## config.mk

```make
export PLATFORM = sky130hd
export DESIGN_NAME = srg_gate
export DESIGN_NICKNAME = d
export VERILOG_FILES = /design/src/hw/srg_pkg.sv /design/src/hw/srg_sync.sv /design/src/hw/srg_gate.sv
export SDC_FILE = /design/constraint.sdc
export NUM_CORES = 1
export LEC_CHECK = 0
export BUFFER_PORTS_ARGS = -buffer_cell sky130_fd_sc_hd__buf_2
export CAP_MARGIN = 30
export CORE_UTILIZATION = 50
export DETAILED_ROUTE_END_ITERATION = 7
export GPL_TIMING_DRIVEN = 0
export PLACE_DENSITY = 0.72
export RECOVER_POWER = 100
export SYNTH_ARGS = -nofsm -noshare
export SYNTH_HDL_FRONTEND = slang
export SYNTH_SLANG_ARGS = --single-unit
```

## constraint.sdc

```tcl
create_clock -name mclk_i -period 4.2 [get_ports mclk_i]
set_input_delay 0.84 -clock mclk_i [delete_from_list [all_inputs] [get_ports mclk_i]]
set_output_delay 0.84 -clock mclk_i [all_outputs]
set_load 0.02 [all_outputs]
```

## src/hw/srg_pkg.sv

```systemverilog
// Purpose: Shared constants and types for the suspend/resume gating block
// Assumes: Core clock of 50 MHz; serial link sampled by that clock
// Notes: Resume latency figure is a plain default, override for real silicon
package srg_pkg;
	// ==========================================================
	// Opcodes
	localparam logic [7:0] OPC_SUSPEND = 8'hB0;
	localparam logic [7:0] OPC_RESUME = 8'hD0;
	// ==========================================================
	// Serial framing
	localparam int OPC_BITS = 8;
	localparam logic [3:0] BIT_CNT_FULL = 4'h8;
	localparam logic [3:0] BIT_CNT_ZERO = 4'h0;
	localparam logic [3:0] BIT_CNT_ONE = 4'h1;
	localparam int SECTOR_W = 6;
	// ==========================================================
	// Timing
	localparam int CLK_PERIOD_NS = 20;
	localparam int RESUME_LATENCY_NS = 10000;
	localparam int RESUME_CYCLES_I = (RESUME_LATENCY_NS / CLK_PERIOD_NS < 1) ? 1 : RESUME_LATENCY_NS / CLK_PERIOD_NS;
	localparam logic [15:0] RESUME_CYCLES = RESUME_CYCLES_I[15:0];
	localparam logic [15:0] CNT_ZERO = 16'h0000;
	localparam logic [15:0] CNT_ONE = 16'h0001;
	// ==========================================================
	// Operation kinds held by the sequencer
	typedef enum logic [1:0] {
		KIND_PROG1,
		KIND_PROG2,
		KIND_ERASE
	} srg_kind_e;
	// ==========================================================
	// Command classes presented by the command decoder
	typedef enum logic [3:0] {
		CLS_READ,
		CLS_BUF1_WRITE,
		CLS_BUF2_WRITE,
		CLS_PROG_ERASE,
		CLS_PROG_NOERASE,
		CLS_ERASE,
		CLS_PROTECT_MOD,
		CLS_PROTECT_READ,
		CLS_XFER1,
		CLS_XFER2,
		CLS_COMPARE,
		CLS_POWERDOWN,
		CLS_STATUS_READ,
		CLS_RESET
	} srg_class_e;
endpackage : srg_pkg

```

## src/hw/srg_sync.sv

```systemverilog
// Purpose: Two flip-flop synchroniser for a group of independent levels
// Assumes: Each bit is a slow level relative to the clock
// Notes: First stage is read by the second stage only
`timescale 1ns/1ns
`default_nettype none
module srg_sync #(
	parameter int WIDTH = 1
) (
	input wire logic mclk_i,
	input wire logic rst_n_i,
	input wire logic [WIDTH-1:0] async_i,
	output logic [WIDTH-1:0] sync_o
);
	logic [WIDTH-1:0] stage1;

	// ==========================================================
	// Synchroniser stages
	always_ff @(posedge mclk_i) begin
		if (!rst_n_i) begin
			stage1 <= '1;
			sync_o <= '1;
		end else begin
			stage1 <= async_i;
			sync_o <= stage1;
		end
	end
endmodule : srg_sync
`default_nettype wire

```

## src/hw/srg_gate.sv

```systemverilog
// Purpose: Suspend/resume control and command gating for the program/erase sequencer
// Assumes: Decoder presents a class per command; sequencer continues from saved context
// Notes: Serial link is sampled by mclk_i; opcode is the first byte after chip select falls
// Function
// - Refuse protection change, lockdown, freeze and security program while anything suspended.
// - Accept protection map, lockdown and security area reads during any suspend.
// - Refuse transfer into a buffer whose program is suspended; accept otherwise.
// - Accept memory-to-buffer compares in every suspend state.
// - Refuse deep and ultra-deep power-down entry and exit while suspended.
// - Accept configuration, status, identification reads and resets during suspend.
// - Resume is opcode D0h alone; later bytes before chip select release ignored.
// - Restart suspended operation only at chip select release, within resume latency.
// - Resumed operation continues from where it stopped, not from its start.
// - Resume clears the resumed operation's suspend flag to zero.
// - After resume, ready/busy shows busy.
// - With erase and program both suspended, first resume restarts the program only.
// - Suspend arriving while resume is in progress is ignored without state change.
// - Suspend is opcode B0h; at release suspend, set flag, report ready.
// - Program to a sector whose erase is suspended is aborted.
`timescale 1ns/1ns
`default_nettype none
module srg_gate (
	input wire logic mclk_i,
	input wire logic rst_n_i,
	input wire logic spi_sclk_i,
	input wire logic spi_cs_n_i,
	input wire logic spi_mosi_i,
	input wire logic cmd_req_i,
	input wire srg_pkg::srg_class_e cmd_class_i,
	input wire logic [srg_pkg::SECTOR_W-1:0] cmd_sector_i,
	output logic cmd_grant_o,
	output logic cmd_deny_o,
	input wire logic seq_active_i,
	input wire srg_pkg::srg_kind_e seq_kind_i,
	input wire logic [srg_pkg::SECTOR_W-1:0] seq_sector_i,
	output logic seq_suspend_o,
	output logic seq_resume_o,
	output srg_pkg::srg_kind_e seq_resume_kind_o,
	output logic buf1_program_suspended_flag_o,
	output logic buf2_program_suspended_flag_o,
	output logic erase_suspended_flag_o,
	output logic resuming_o,
	output logic ready_o
);
	import srg_pkg::*;

	logic [2:0] link_s;
	logic sclk_s, cs_n_s, mosi_s;
	logic sclk_q, cs_n_q;
	logic sclk_rise, cs_rise;
	logic [3:0] bit_cnt;
	logic [7:0] shift;
	logic opc_full, is_suspend, is_resume;
	logic any_susp, allow;
	logic [SECTOR_W-1:0] erase_sector;
	logic [15:0] res_cnt;
	logic soft_reset;

	// ==========================================================
	// Link synchronisers
	srg_sync #(.WIDTH(3)) u_sync (
		.mclk_i(mclk_i),
		.rst_n_i(rst_n_i),
		.async_i({spi_sclk_i, spi_cs_n_i, spi_mosi_i}),
		.sync_o(link_s)
	);
	assign sclk_s = link_s[2];
	assign cs_n_s = link_s[1];
	assign mosi_s = link_s[0];

	// ==========================================================
	// Edge history of the synchronised link
	always_ff @(posedge mclk_i) begin
		if (!rst_n_i) begin
			sclk_q <= 1'b1;
			cs_n_q <= 1'b1;
		end else begin
			sclk_q <= sclk_s;
			cs_n_q <= cs_n_s;
		end
	end
	assign sclk_rise = sclk_s & ~sclk_q;
	assign cs_rise = cs_n_s & ~cs_n_q;

	// ==========================================================
	// Opcode capture, first byte only; further bytes are dropped
	always_ff @(posedge mclk_i) begin
		if (!rst_n_i) begin
			bit_cnt <= BIT_CNT_ZERO;
			shift <= 8'h00;
		end else if (cs_n_s) begin
			bit_cnt <= BIT_CNT_ZERO;
		end else if (sclk_rise && bit_cnt != BIT_CNT_FULL) begin
			bit_cnt <= bit_cnt + BIT_CNT_ONE;
			shift <= {shift[OPC_BITS-2:0], mosi_s};
		end
	end
	assign opc_full = (bit_cnt == BIT_CNT_FULL);
	assign is_suspend = cs_rise && opc_full && shift == OPC_SUSPEND;
	assign is_resume = cs_rise && opc_full && shift == OPC_RESUME;

	// ==========================================================
	// Command gating against the present suspend state
	assign any_susp = buf1_program_suspended_flag_o | buf2_program_suspended_flag_o | erase_suspended_flag_o;
	always_comb begin
		allow = 1'b1;
		if (any_susp) begin
			unique case (cmd_class_i)
				CLS_READ, CLS_PROTECT_READ: allow = 1'b1;
				CLS_COMPARE: allow = 1'b1;
				CLS_STATUS_READ, CLS_RESET: allow = 1'b1;
				CLS_BUF1_WRITE, CLS_XFER1: allow = ~buf1_program_suspended_flag_o;
				CLS_BUF2_WRITE, CLS_XFER2: allow = ~buf2_program_suspended_flag_o;
				CLS_PROG_NOERASE: allow = erase_suspended_flag_o & ~buf1_program_suspended_flag_o
					& ~buf2_program_suspended_flag_o & (cmd_sector_i != erase_sector);
				CLS_PROTECT_MOD: allow = 1'b0;
				CLS_POWERDOWN: allow = 1'b0;
				CLS_PROG_ERASE, CLS_ERASE: allow = 1'b0;
				default: allow = 1'b0;
			endcase
		end
	end

	// Grant or deny one cycle after the request
	always_ff @(posedge mclk_i) begin
		if (!rst_n_i) begin
			cmd_grant_o <= 1'b0;
			cmd_deny_o <= 1'b0;
		end else begin
			cmd_grant_o <= cmd_req_i & allow;
			cmd_deny_o <= cmd_req_i & ~allow;
		end
	end
	assign soft_reset = cmd_req_i && cmd_class_i == CLS_RESET;

	// ==========================================================
	// Suspend flags, suspend and resume strobes to the sequencer
	always_ff @(posedge mclk_i) begin
		if (!rst_n_i) begin
			buf1_program_suspended_flag_o <= 1'b0;
			buf2_program_suspended_flag_o <= 1'b0;
			erase_suspended_flag_o <= 1'b0;
			erase_sector <= '0;
			seq_suspend_o <= 1'b0;
			seq_resume_o <= 1'b0;
			seq_resume_kind_o <= KIND_PROG1;
		end else begin
			seq_suspend_o <= 1'b0;
			seq_resume_o <= 1'b0;
			if (soft_reset) begin
				// Reset aborts all suspended work
				buf1_program_suspended_flag_o <= 1'b0;
				buf2_program_suspended_flag_o <= 1'b0;
				erase_suspended_flag_o <= 1'b0;
			end else if (is_suspend && seq_active_i && res_cnt == CNT_ZERO) begin
				seq_suspend_o <= 1'b1;
				unique case (seq_kind_i)
					KIND_PROG1: buf1_program_suspended_flag_o <= 1'b1;
					KIND_PROG2: buf2_program_suspended_flag_o <= 1'b1;
					KIND_ERASE: begin
						erase_suspended_flag_o <= 1'b1;
						erase_sector <= seq_sector_i;
					end
					default: ;
				endcase
			end else if (is_resume) begin
				// Programs first, buffer one before two; erase waits until no program is suspended
				if (buf1_program_suspended_flag_o) begin
					buf1_program_suspended_flag_o <= 1'b0;
					seq_resume_o <= 1'b1;
					seq_resume_kind_o <= KIND_PROG1;
				end else if (buf2_program_suspended_flag_o) begin
					buf2_program_suspended_flag_o <= 1'b0;
					seq_resume_o <= 1'b1;
					seq_resume_kind_o <= KIND_PROG2;
				end else if (erase_suspended_flag_o) begin
					erase_suspended_flag_o <= 1'b0;
					seq_resume_o <= 1'b1;
					seq_resume_kind_o <= KIND_ERASE;
				end
				// Nothing suspended: no strobe, flags kept
			end
		end
	end

	// ==========================================================
	// Resume window; suspend is locked out while it runs
	always_ff @(posedge mclk_i) begin
		if (!rst_n_i) begin
			res_cnt <= CNT_ZERO;
		end else if (soft_reset) begin
			res_cnt <= CNT_ZERO;
		end else if (is_resume && any_susp) begin
			res_cnt <= RESUME_CYCLES;
		end else if (res_cnt != CNT_ZERO) begin
			res_cnt <= res_cnt - CNT_ONE;
		end
	end
	assign resuming_o = (res_cnt != CNT_ZERO);

	// Ready/busy: busy while the sequencer runs or a resume is under way
	always_ff @(posedge mclk_i) begin
		if (!rst_n_i) begin
			ready_o <= 1'b1;
		end else begin
			ready_o <= ~(seq_active_i | resuming_o | seq_resume_o);
		end
	end
endmodule : srg_gate
`default_nettype wire

```

=== Word level (Yosys, flattened, before mapping) ===
Cells that the tools add are included.

* $add $sub $neg: 2
* Eq/ne operators: 21
* Muxes and demuxes: 23
* Bitwise operators: 22
* Reductions and logical operators: 28

{| class="wikitable"
|+ Operators by type and width
! operator !! number
|-
| == test 4 bit (second input constant) || 6
|-
| 2-to-1 mux 9 bit || 2
|-
| 2-to-1 mux 1 bit || 17
|-
| == test 8 bit (second input constant) || 2
|-
| zero test 16 bit || 1
|-
| nonzero test 16 bit || 1
|-
| subtractor 16 x 1 -> 16 bit (second input constant) || 1
|-
| inverter 1 bit || 11
|-
| inequality test 2 x 1 -> 1 bit (second input constant) || 5
|-
| == test 4 x 3 -> 1 bit (second input constant) || 2
|-
| logical AND 1 bit || 8
|-
| AND reduction 4 bit || 2
|-
| OR reduction 2 bit || 4
|-
| bitwise AND 1 bit || 7
|-
| 2-to-1 mux 2 bit || 3
|-
| inequality test 6 bit || 1
|-
| AND reduction 3 bit || 2
|-
| OR reduction 5 bit || 1
|-
| adder 4 x 1 -> 4 bit (second input constant) || 1
|-
| == test 4 x 1 -> 1 bit (second input constant) || 1
|-
| == test 4 x 2 -> 1 bit (second input constant) || 1
|-
| zero test 4 bit || 1
|-
| inequality test 4 bit (second input constant) || 1
|-
| bitwise OR 1 bit || 4
|-
| 9 further kinds || 11
|}

* Register bits after elaboration: 52
* Bits of input ports: 25
* Output and inout bits: 11
* Word-level logic and storage cells: 114

=== Logic depth before layout (Yosys ltp) ===
Gate-level depths: netlist of run 1.

* Depth in word-level cells: 8
* Mapped depth: 8
* Mapped depth without buffers: 7

=== Cells and area by module ===
Synthesis of run 1 repeated with hierarchy kept, for this count alone.

* Cells, all modules: 248
* Area, all modules: 2337.2 um^2

{| class="wikitable"
|+ By module, submodules not included
! module !! instances !! cells each !! area an instance (um^2) !! sequential area each (um^2)
|-
| srg_gate || 1 || 236 || 2179.6 || 920.9
|-
| srg_sync || 1 || 12 || 157.7 || 120.1
|}

=== Worst setup path before layout of run 1 ===
No wires, ideal clock.

* Kind: register to output
* From: register res_cnt[0]
* To: output resuming_o
* Arrival time: 1.738 ns
* Required time: 3.360 ns
* Slack: 1.622 ns
* Stages on the path, launching flop included: 6
* Path buffers: 1
* Path through: dfxtp_1 > inv_1 > ha_1 > or3b_2 > or4b_1 > clkbuf_1

* Cells in the longest elaborated chain, start to end: 1

{| class="wikitable"
|+ Ends and longest elaborated chain
! what !! RTL line !! text
|-
| start: declaration || srg_gate.sv:56 || <nowiki>logic [15:0] res_cnt;</nowiki>
|-
| start signal: assignment || srg_gate.sv:196 || <nowiki>res_cnt <= res_cnt - CNT_ONE;</nowiki>
|-
| nonzero test 16 bit || srg_gate.sv:199 || <nowiki>assign resuming_o = (res_cnt != CNT_ZERO);</nowiki>
|-
| end: declaration || srg_gate.sv:42 || <nowiki>output logic resuming_o,</nowiki>
|}

No other way between the ends.

=== Final worst setup path of run 1 ===
Same ends and word-level chain as after synthesis.

==> flow_results.xml, run 1 <==
<?xml version="1.0" encoding="UTF-8"?>
<metrics>
  <group name="outcome">
    <metric name="run_status" unit="">completed</metric>
  </group>
  <group name="clock_tree">
    <metric name="ctsResizeCount" unit="">0</metric>
    <metric name="tritoncts_buffer_count" unit="">5</metric>
    <metric name="clk_transition_reported_paths" unit="ns">0.10</metric>
    <metric name="clock-root-buffer" unit="">clkbuf_8</metric>
    <metric name="clock_latency" unit="ns">0.31</metric>
    <metric name="tritoncts_num_sinks" unit="">52</metric>
    <metric name="ctsLongestPathBuffers" unit="">2</metric>
    <metric name="cts_hold_buffers" unit="">0</metric>
    <metric name="cts.htree.levels" unit="">2</metric>
    <metric name="post_cts.repair.setup_buffers" unit="">0</metric>
    <metric name="tritoncts" unit="">yes</metric>
  </group>
  <group name="drt">
    <metric name="initialDrtViolationCount" unit="">100</metric>
    <metric name="drc" unit="">0</metric>
    <metric name="routed_vias" unit="">1825</metric>
    <metric name="totalWireLength" unit="µm">4221</metric>
    <metric name="wl_per_cell" unit="µm">12.49</metric>
    <metric name="detailed_router_iteration_count_before_antenna_repair" unit="">4</metric>
    <metric name="ant_nets" unit="">0</metric>
    <metric name="viasPerCell" unit="">5.399</metric>
  </group>
  <group name="setup_path">
    <metric name="critical_path_fanouts_max" unit="">10</metric>
    <metric name="worst-setup-path-type" unit="">register to output pin</metric>
    <metric name="required" unit="ns">3.36</metric>
    <metric name="critPathArrivalTime" unit="ns">2.43</metric>
    <metric name="crit_path_start_kind" unit="">register</metric>
    <metric name="timing.critical_path.to_type" unit="">output pin</metric>
  </group>
  <group name="place">
    <metric name="hpwl_after_dpl" unit="µm">3003</metric>
    <metric name="port_buffers" unit="">34</metric>
    <metric name="routabilityCongestion" unit="">0.8029</metric>
    <metric name="post-place-ws" unit="ns">1.291</metric>
  </group>
  <group name="grt">
    <metric name="grt_antenna_before_repair" unit="">0</metric>
    <metric name="grtUsageTotal" unit="">0.1901</metric>
    <metric name="first_global_vias" unit="">1731</metric>
    <metric name="grt_pass1_wl" unit="µm">7369</metric>
    <metric name="grt_max_degree" unit="">18</metric>
    <metric name="grt.overflow.total" unit="">0</metric>
  </group>
  <group name="die">
    <metric name="floorplan.rows" unit="">24</metric>
    <metric name="ios" unit="">36</metric>
    <metric name="floorplan.die_area" unit="mm²">0.004764</metric>
    <metric name="floorplan.initialDensity" unit="">0.5194</metric>
    <metric name="fp.dieH" unit="µm">69.02</metric>
    <metric name="core_area" unit="mm²">0.004324</metric>
    <metric name="dieWidth" unit="µm">69.02</metric>
  </group>
  <group name="pwr">
    <metric name="total_leakage_power" unit="nW">1.029</metric>
    <metric name="p_total" unit="W">0.001559</metric>
    <metric name="total_power_divided_by_cell_area" unit="mW/mm²">604.5</metric>
    <metric name="peakVddDrop" unit="µV">242.1</metric>
  </group>
  <group name="logic_synthesis">
    <metric name="syn_nets" unit="">273</metric>
    <metric name="syn_area_per_cell" unit="µm²">9.205</metric>
    <metric name="distinct_cells_synth" unit="">39</metric>
    <metric name="netlist_instances" unit="">244</metric>
    <metric name="yosys_register_bits" unit="">52</metric>
    <metric name="mappedNetlistArea" unit="mm²">0.002246</metric>
    <metric name="yosysWarnings" unit="">0</metric>
    <metric name="share_of_synthesized_area_occupied_by_flip_flops_and_latches" unit="">0.4635</metric>
  </group>
  <group name="cells_and_area">
    <metric name="layout.cells.most_common_list" unit="">dfxtp_1, nor2_1, nand2_1</metric>
    <metric name="insertedDiodeCount" unit="">0</metric>
    <metric name="filler_cell_count" unit="">419</metric>
    <metric name="mostFrequentLayoutCell" unit="">dfxtp_1</metric>
    <metric name="fin_nets" unit="">314</metric>
    <metric name="syn_to_final_growth" unit="%">14.82</metric>
    <metric name="layout-drive-gt1-share" unit="">0.1364</metric>
    <metric name="area.sequential" unit="mm²">0.001041</metric>
    <metric name="multi_input_comb_area" unit="mm²">0.001157</metric>
  </group>
  <group name="timing">
    <metric name="maxSlewHeadroom" unit="">0.4552</metric>
    <metric name="post-route-min-period" unit="ns">3.268</metric>
    <metric name="final_max_slew_viol_count" unit="">0</metric>
    <metric name="max_slew.worst_pin.slew" unit="ns">0.8141</metric>
    <metric name="setup_total_negative_slack" unit="ns">0</metric>
    <metric name="timing.final.crit_share" unit="">0.7781</metric>
    <metric name="hold_viol" unit="">0</metric>
    <metric name="rsz0062_at_grt" unit="">false</metric>
    <metric name="max_freq" unit="MHz">306.0</metric>
    <metric name="clock-skew-final" unit="ns">0.008528</metric>
    <metric name="finalSetupViolations" unit="">0</metric>
    <metric name="worst_case_setup_margin_in_the_final_layout" unit="ns">0.9321</metric>
  </group>
  <group name="run">
    <metric name="max_cap_check_violation_count" unit="">0</metric>
  </group>
  <group name="worst_hold_path">
    <metric name="worst_hold_path_type" unit="">register to register</metric>
  </group>
</metrics>
## kinds of logic (layout without fill, tap and decap cells)
kind of cell | after synthesis | in the layout | share of synthesized area
AND/OR/NAND/NOR | 118 | 118 | 0.2808
buffers and inverters | 12 | 54 | 0.02005
adder cells (fa/ha/maj) | 4 | 4 | 0.02229
AO/OA/AOI/OAI | 23 | 23 | 0.06630
multiplexers | 18 | 18 | 0.08078
flip-flops | 52 | 52 | 0.4635
XOR/XNOR | 17 | 17 | 0.06629
## per-layer routing
metal,share of wire,vias up,track usage
met5,0,-,0
met4,0.020,0,0.09070
met3,0.048,9,0.05556
met2,0.46,39,0.3182
met1,0.47,843,0.2220
li1,-,934,-
## layout make-up
type                    instances  share of cell area
repair buffers                 34             0.06017
clock inverters                 3             0.01795
inverters                       6            0.008734
flip-flops and latches         52              0.4037
well taps                      52             0.02523
multi-input cells             180              0.4488
plain buffers                   6            0.008734
clock buffers                   5             0.02669
## path summary, 6_finish.rpt
path	depth (start not counted)	slack [ns]	startpoint	to
worst max register to register	7	1.81	res_cnt[0]	buf1_program_suspended_flag_o
worst min register to register	1	0.42	u_sync.stage1[2]	u_sync.sync_o[2]
worst min-delay path	1	0.42	u_sync.stage1[2]	u_sync.sync_o[2]
worst max-delay path	6	0.93	res_cnt[0]	resuming_o
## critical path, cell delays in order, from the launching register on
cell and delay [ns]:
dfxtp_1 0.34, inv_1 0.09, ha_1 0.16, or3b_2 0.48, or4b_1 0.55, clkbuf_1 0.27
clkbuf_1 0.23
## stage by stage
step / instance area [µm²] / hold WS (ns) / util / instances
after floorplan: 2246 / 0.3863 / - / 244
after detailed placement: 2481 / 0.3961 / 0.5738 / 330
after global placement: 2481 / 0.3909 / 0.5738 / 330
final: 2579 / 0.4164 / 0.5964 / 338
after CTS: 2596 / 0.4205 / 0.6004 / 338
after global routing: 2579 / 0.4297 / 0.5964 / 338
## where the power goes
group	internal [W]	switching, W
sequential	0.000570	0.0000688
combinational	0.000253	0.000310
clock	0.000180	0.000177
## flip-flops by register name, summed over array words and instances (netlist names), 2 cells and up
name               flops
res_cnt               16
seq_resume_kind_o      2
u_sync.sync_o          3
bit_cnt                4
shift                  8
u_sync.stage1          3
erase_sector           6
## synthesized netlist by cell type
cell type	count	area, µm²
or4_4	1	11.26
nand3b_1	5	37.54
and3b_1	2	17.52
o31ai_1	3	22.52
or3b_2	2	17.52
nand2b_1	11	68.82
nor4_1	6	37.54
mux2i_1	17	170.2
nand3_1	4	20.02
nor3b_1	2	15.01
a21oi_1	8	40.04
o21ai_0	1	5.000
inv_1	5	18.77
a211oi_1	1	7.510
or2_2	3	18.77
nor2_1	27	101.4
mux2_2	1	11.26
a31oi_1	6	37.54
xnor2_1	10	87.58
or4b_1	1	10.01
a222oi_1	1	10.01
o22a_1	1	8.760
nand4_1	4	25.02
nor2_2	1	6.260
o211ai_1	1	7.510
o21ba_2	1	10.01
and4b_1	1	10.01
and4bb_2	1	12.51
nor2b_1	1	6.260
ha_1	4	50.05
or2_0	1	6.260
dfxtp_1	52	1041
clkbuf_1	6	22.52
nor3_1	10	50.05
clkinv_1	1	3.750
or4_1	4	30.03
xor2_1	7	61.31
or3_1	5	31.28
nand2_1	26	97.59
Power figures use the tool's default switching activity.
==> run 2: changes to the inputs <==
--- a/config.mk
+++ b/config.mk
@@ -10,7 +10,7 @@
 export CORE_UTILIZATION = 50
 export DETAILED_ROUTE_END_ITERATION = 7
 export GPL_TIMING_DRIVEN = 0
-export PLACE_DENSITY = 0.72
+export PLACE_DENSITY = 0.75
 export RECOVER_POWER = 100
 export SYNTH_ARGS = -nofsm -noshare
 export SYNTH_HDL_FRONTEND = slang
==> constraint.sdc (replaced) <==
create_clock -name mclk_i -period 2.7 [get_ports mclk_i]
set_input_delay 0.54 -clock mclk_i [delete_from_list [all_inputs] [get_ports mclk_i]]
set_output_delay 0.54 -clock mclk_i [all_outputs]
set_load 0.02 [all_outputs]
==> flow_results.xml, run 2 (synthesis results as in run 1) <==
<?xml version="1.0" encoding="UTF-8"?>
<metrics>
  <group name="outcome">
    <metric name="run_status" unit="">completed</metric>
  </group>
  <group name="timing">
    <metric name="clock-skew-final" unit="ns">0.008239</metric>
    <metric name="timing.final.crit_share" unit="">0.9792</metric>
    <metric name="finalSetupViolations" unit="">0</metric>
    <metric name="maxSlewHeadroom" unit="">0.4660</metric>
    <metric name="max_slew.worst_pin.slew" unit="ns">0.7980</metric>
    <metric name="worst_case_setup_margin_in_the_final_layout" unit="ns">0.05604</metric>
    <metric name="final_max_slew_viol_count" unit="">0</metric>
    <metric name="setup_total_negative_slack" unit="ns">0</metric>
    <metric name="fin_worst_hold_slack" unit="ns">0.4112</metric>
    <metric name="post-route-min-period" unit="ns">2.644</metric>
    <metric name="hold_viol" unit="">0</metric>
    <metric name="max_freq" unit="MHz">378.2</metric>
    <metric name="rsz0062_at_grt" unit="">false</metric>
  </group>
  <group name="die">
    <metric name="dieWidth" unit="µm">69.02</metric>
    <metric name="floorplan.die_area" unit="mm²">0.004764</metric>
    <metric name="floorplan.initialDensity" unit="">0.5194</metric>
    <metric name="ios" unit="">36</metric>
    <metric name="floorplan.rows" unit="">24</metric>
    <metric name="fp.dieH" unit="µm">69.02</metric>
    <metric name="core_area" unit="mm²">0.004324</metric>
  </group>
  <group name="cells_and_area">
    <metric name="mostFrequentLayoutCell" unit="">dfxtp_1</metric>
    <metric name="layout-drive-gt1-share" unit="">0.1603</metric>
    <metric name="layout.cells.most_common_list" unit="">dfxtp_1, nor2_1, nand2_1</metric>
    <metric name="register_with_the_highest_flop_count" unit="">res_cnt</metric>
    <metric name="largest_register_ff_count" unit="">16</metric>
    <metric name="insertedDiodeCount" unit="">0</metric>
    <metric name="syn_to_final_growth" unit="%">16.10</metric>
    <metric name="share_of_the_core_filled_with_cells" unit="">0.6030</metric>
    <metric name="largestRegisters" unit="">res_cnt (16), shift (8), erase_sector (6)</metric>
    <metric name="fin_nets" unit="">315</metric>
  </group>
  <group name="place">
    <metric name="routabilityCongestion" unit="">0.7602</metric>
    <metric name="hpwl_after_dpl" unit="µm">2987</metric>
    <metric name="port_buffers" unit="">34</metric>
    <metric name="post-place-ws" unit="ns">0.1293</metric>
  </group>
  <group name="clock_tree">
    <metric name="cts_hold_buffers" unit="">0</metric>
    <metric name="tritoncts" unit="">yes</metric>
    <metric name="clock_latency" unit="ns">0.30</metric>
    <metric name="clk_transition_reported_paths" unit="ns">0.09</metric>
    <metric name="tritoncts_buffer_count" unit="">5</metric>
    <metric name="clock-root-buffer" unit="">clkbuf_8</metric>
    <metric name="cts.htree.levels" unit="">2</metric>
    <metric name="tritoncts_num_sinks" unit="">52</metric>
    <metric name="ctsLongestPathBuffers" unit="">2</metric>
  </group>
  <group name="drt">
    <metric name="routed_vias" unit="">1792</metric>
    <metric name="wl_per_cell" unit="µm">12.15</metric>
    <metric name="ant_nets" unit="">0</metric>
    <metric name="totalWireLength" unit="µm">4120</metric>
    <metric name="detailed_router_iteration_count_before_antenna_repair" unit="">8</metric>
    <metric name="initialDrtViolationCount" unit="">133</metric>
    <metric name="drc" unit="">0</metric>
    <metric name="viasPerCell" unit="">5.286</metric>
  </group>
  <group name="setup_path">
    <metric name="crit_path_start_kind" unit="">register</metric>
    <metric name="timing.critical_path.to_type" unit="">output pin</metric>
    <metric name="required" unit="ns">2.16</metric>
    <metric name="slowest_cell_delay_on_critical_path" unit="ns">0.58</metric>
    <metric name="critical_path_fanouts_max" unit="">5</metric>
    <metric name="cpMaxStageDelayCell" unit="">or4_4</metric>
    <metric name="worst-setup-path-type" unit="">register to output pin</metric>
    <metric name="critPathArrivalTime" unit="ns">2.10</metric>
    <metric name="cp_cell_sequence" unit="">or4_4 -&gt; or4b_4 -&gt; clkbuf_8 -&gt; clkbuf_2</metric>
  </group>
  <group name="pwr">
    <metric name="peakVddDrop" unit="µV">419.0</metric>
    <metric name="total_leakage_power" unit="nW">1.041</metric>
    <metric name="total_power_divided_by_cell_area" unit="mW/mm²">948.8</metric>
  </group>
  <group name="grt">
    <metric name="grtUsageTotal" unit="">0.1846</metric>
    <metric name="grt_pass1_wl" unit="µm">7210</metric>
    <metric name="first_global_vias" unit="">1672</metric>
    <metric name="grt.overflow.total" unit="">0</metric>
    <metric name="grt_max_degree" unit="">17</metric>
    <metric name="grt_antenna_before_repair" unit="">0</metric>
  </group>
  <group name="worst_hold_path">
    <metric name="worst_hold_path_type" unit="">register to register</metric>
  </group>
  <group name="run">
    <metric name="max_cap_check_violation_count" unit="">0</metric>
  </group>
</metrics>
run 2: layout make-up:
class | count | area, µm²
clock inverters | 3 | 42.54
plain buffers | 6 | 32.53
well taps | 52 | 65.06
flip-flops and latches | 52 | 1042
repair buffers | 35 | 160.2
inverters | 6 | 22.52
multi-input cells | 180 | 1174
fillers | 385 | 1717
clock buffers | 5 | 68.82
run 2: report_power, final:
part / internal [W] / total (W) / switching, W
Combinational: 0.000460 / 0.000952 / 0.000492
Sequential: 0.000888 / 0.00101 / 0.000117
Clock: 0.000274 / 0.000517 / 0.000242
Total: 0.00162 / 0.00247 / 0.000851
run 2: path summary, 6_finish.rpt:
| kind | start | end | slack (ns) | depth (start not counted) |
|---|---|---|---|---|
| worst min register to register | u_sync.stage1[2] | u_sync.sync_o[2] | 0.41 | 1 |
| worst min-delay path | u_sync.stage1[2] | u_sync.sync_o[2] | 0.41 | 1 |
| worst max register to register | bit_cnt[0] | shift[2] | 0.29 | 7 |
| worst max-delay path | res_cnt[10] | resuming_o | 0.06 | 4 |
run 2: what timing repair did:
item / 4_1_cts / 5_1_grt
gates resized for setup: 6 / 3
buffers inserted: 1 / 0
setup endpoints to repair: 1 / 1
run 2: routing by layer:
layer,global-route usage,share of wire,wire (µm)
met1,0.2391,0.47,1936
met2,0.3031,0.46,1907
met3,0.04240,0.056,229
met4,0.06122,0.011,46
met5,0,0,0
run 2: critical path: cells and delay by family, from the launching register on:
family,cells,cell delay (ns)
simple gates,2,1.14
buf+inv,2,0.31
flops,1,0.36
run 2: metrics by stage:
stage,area [µm²],instances,power (W)
floorplan,2246,244,0.001695
global placement,2481,330,0.001860
detailed placement,2481,330,0.001874
CTS,2618,339,0.002466
global route,2608,339,0.002641
finish,2608,339,0.002474
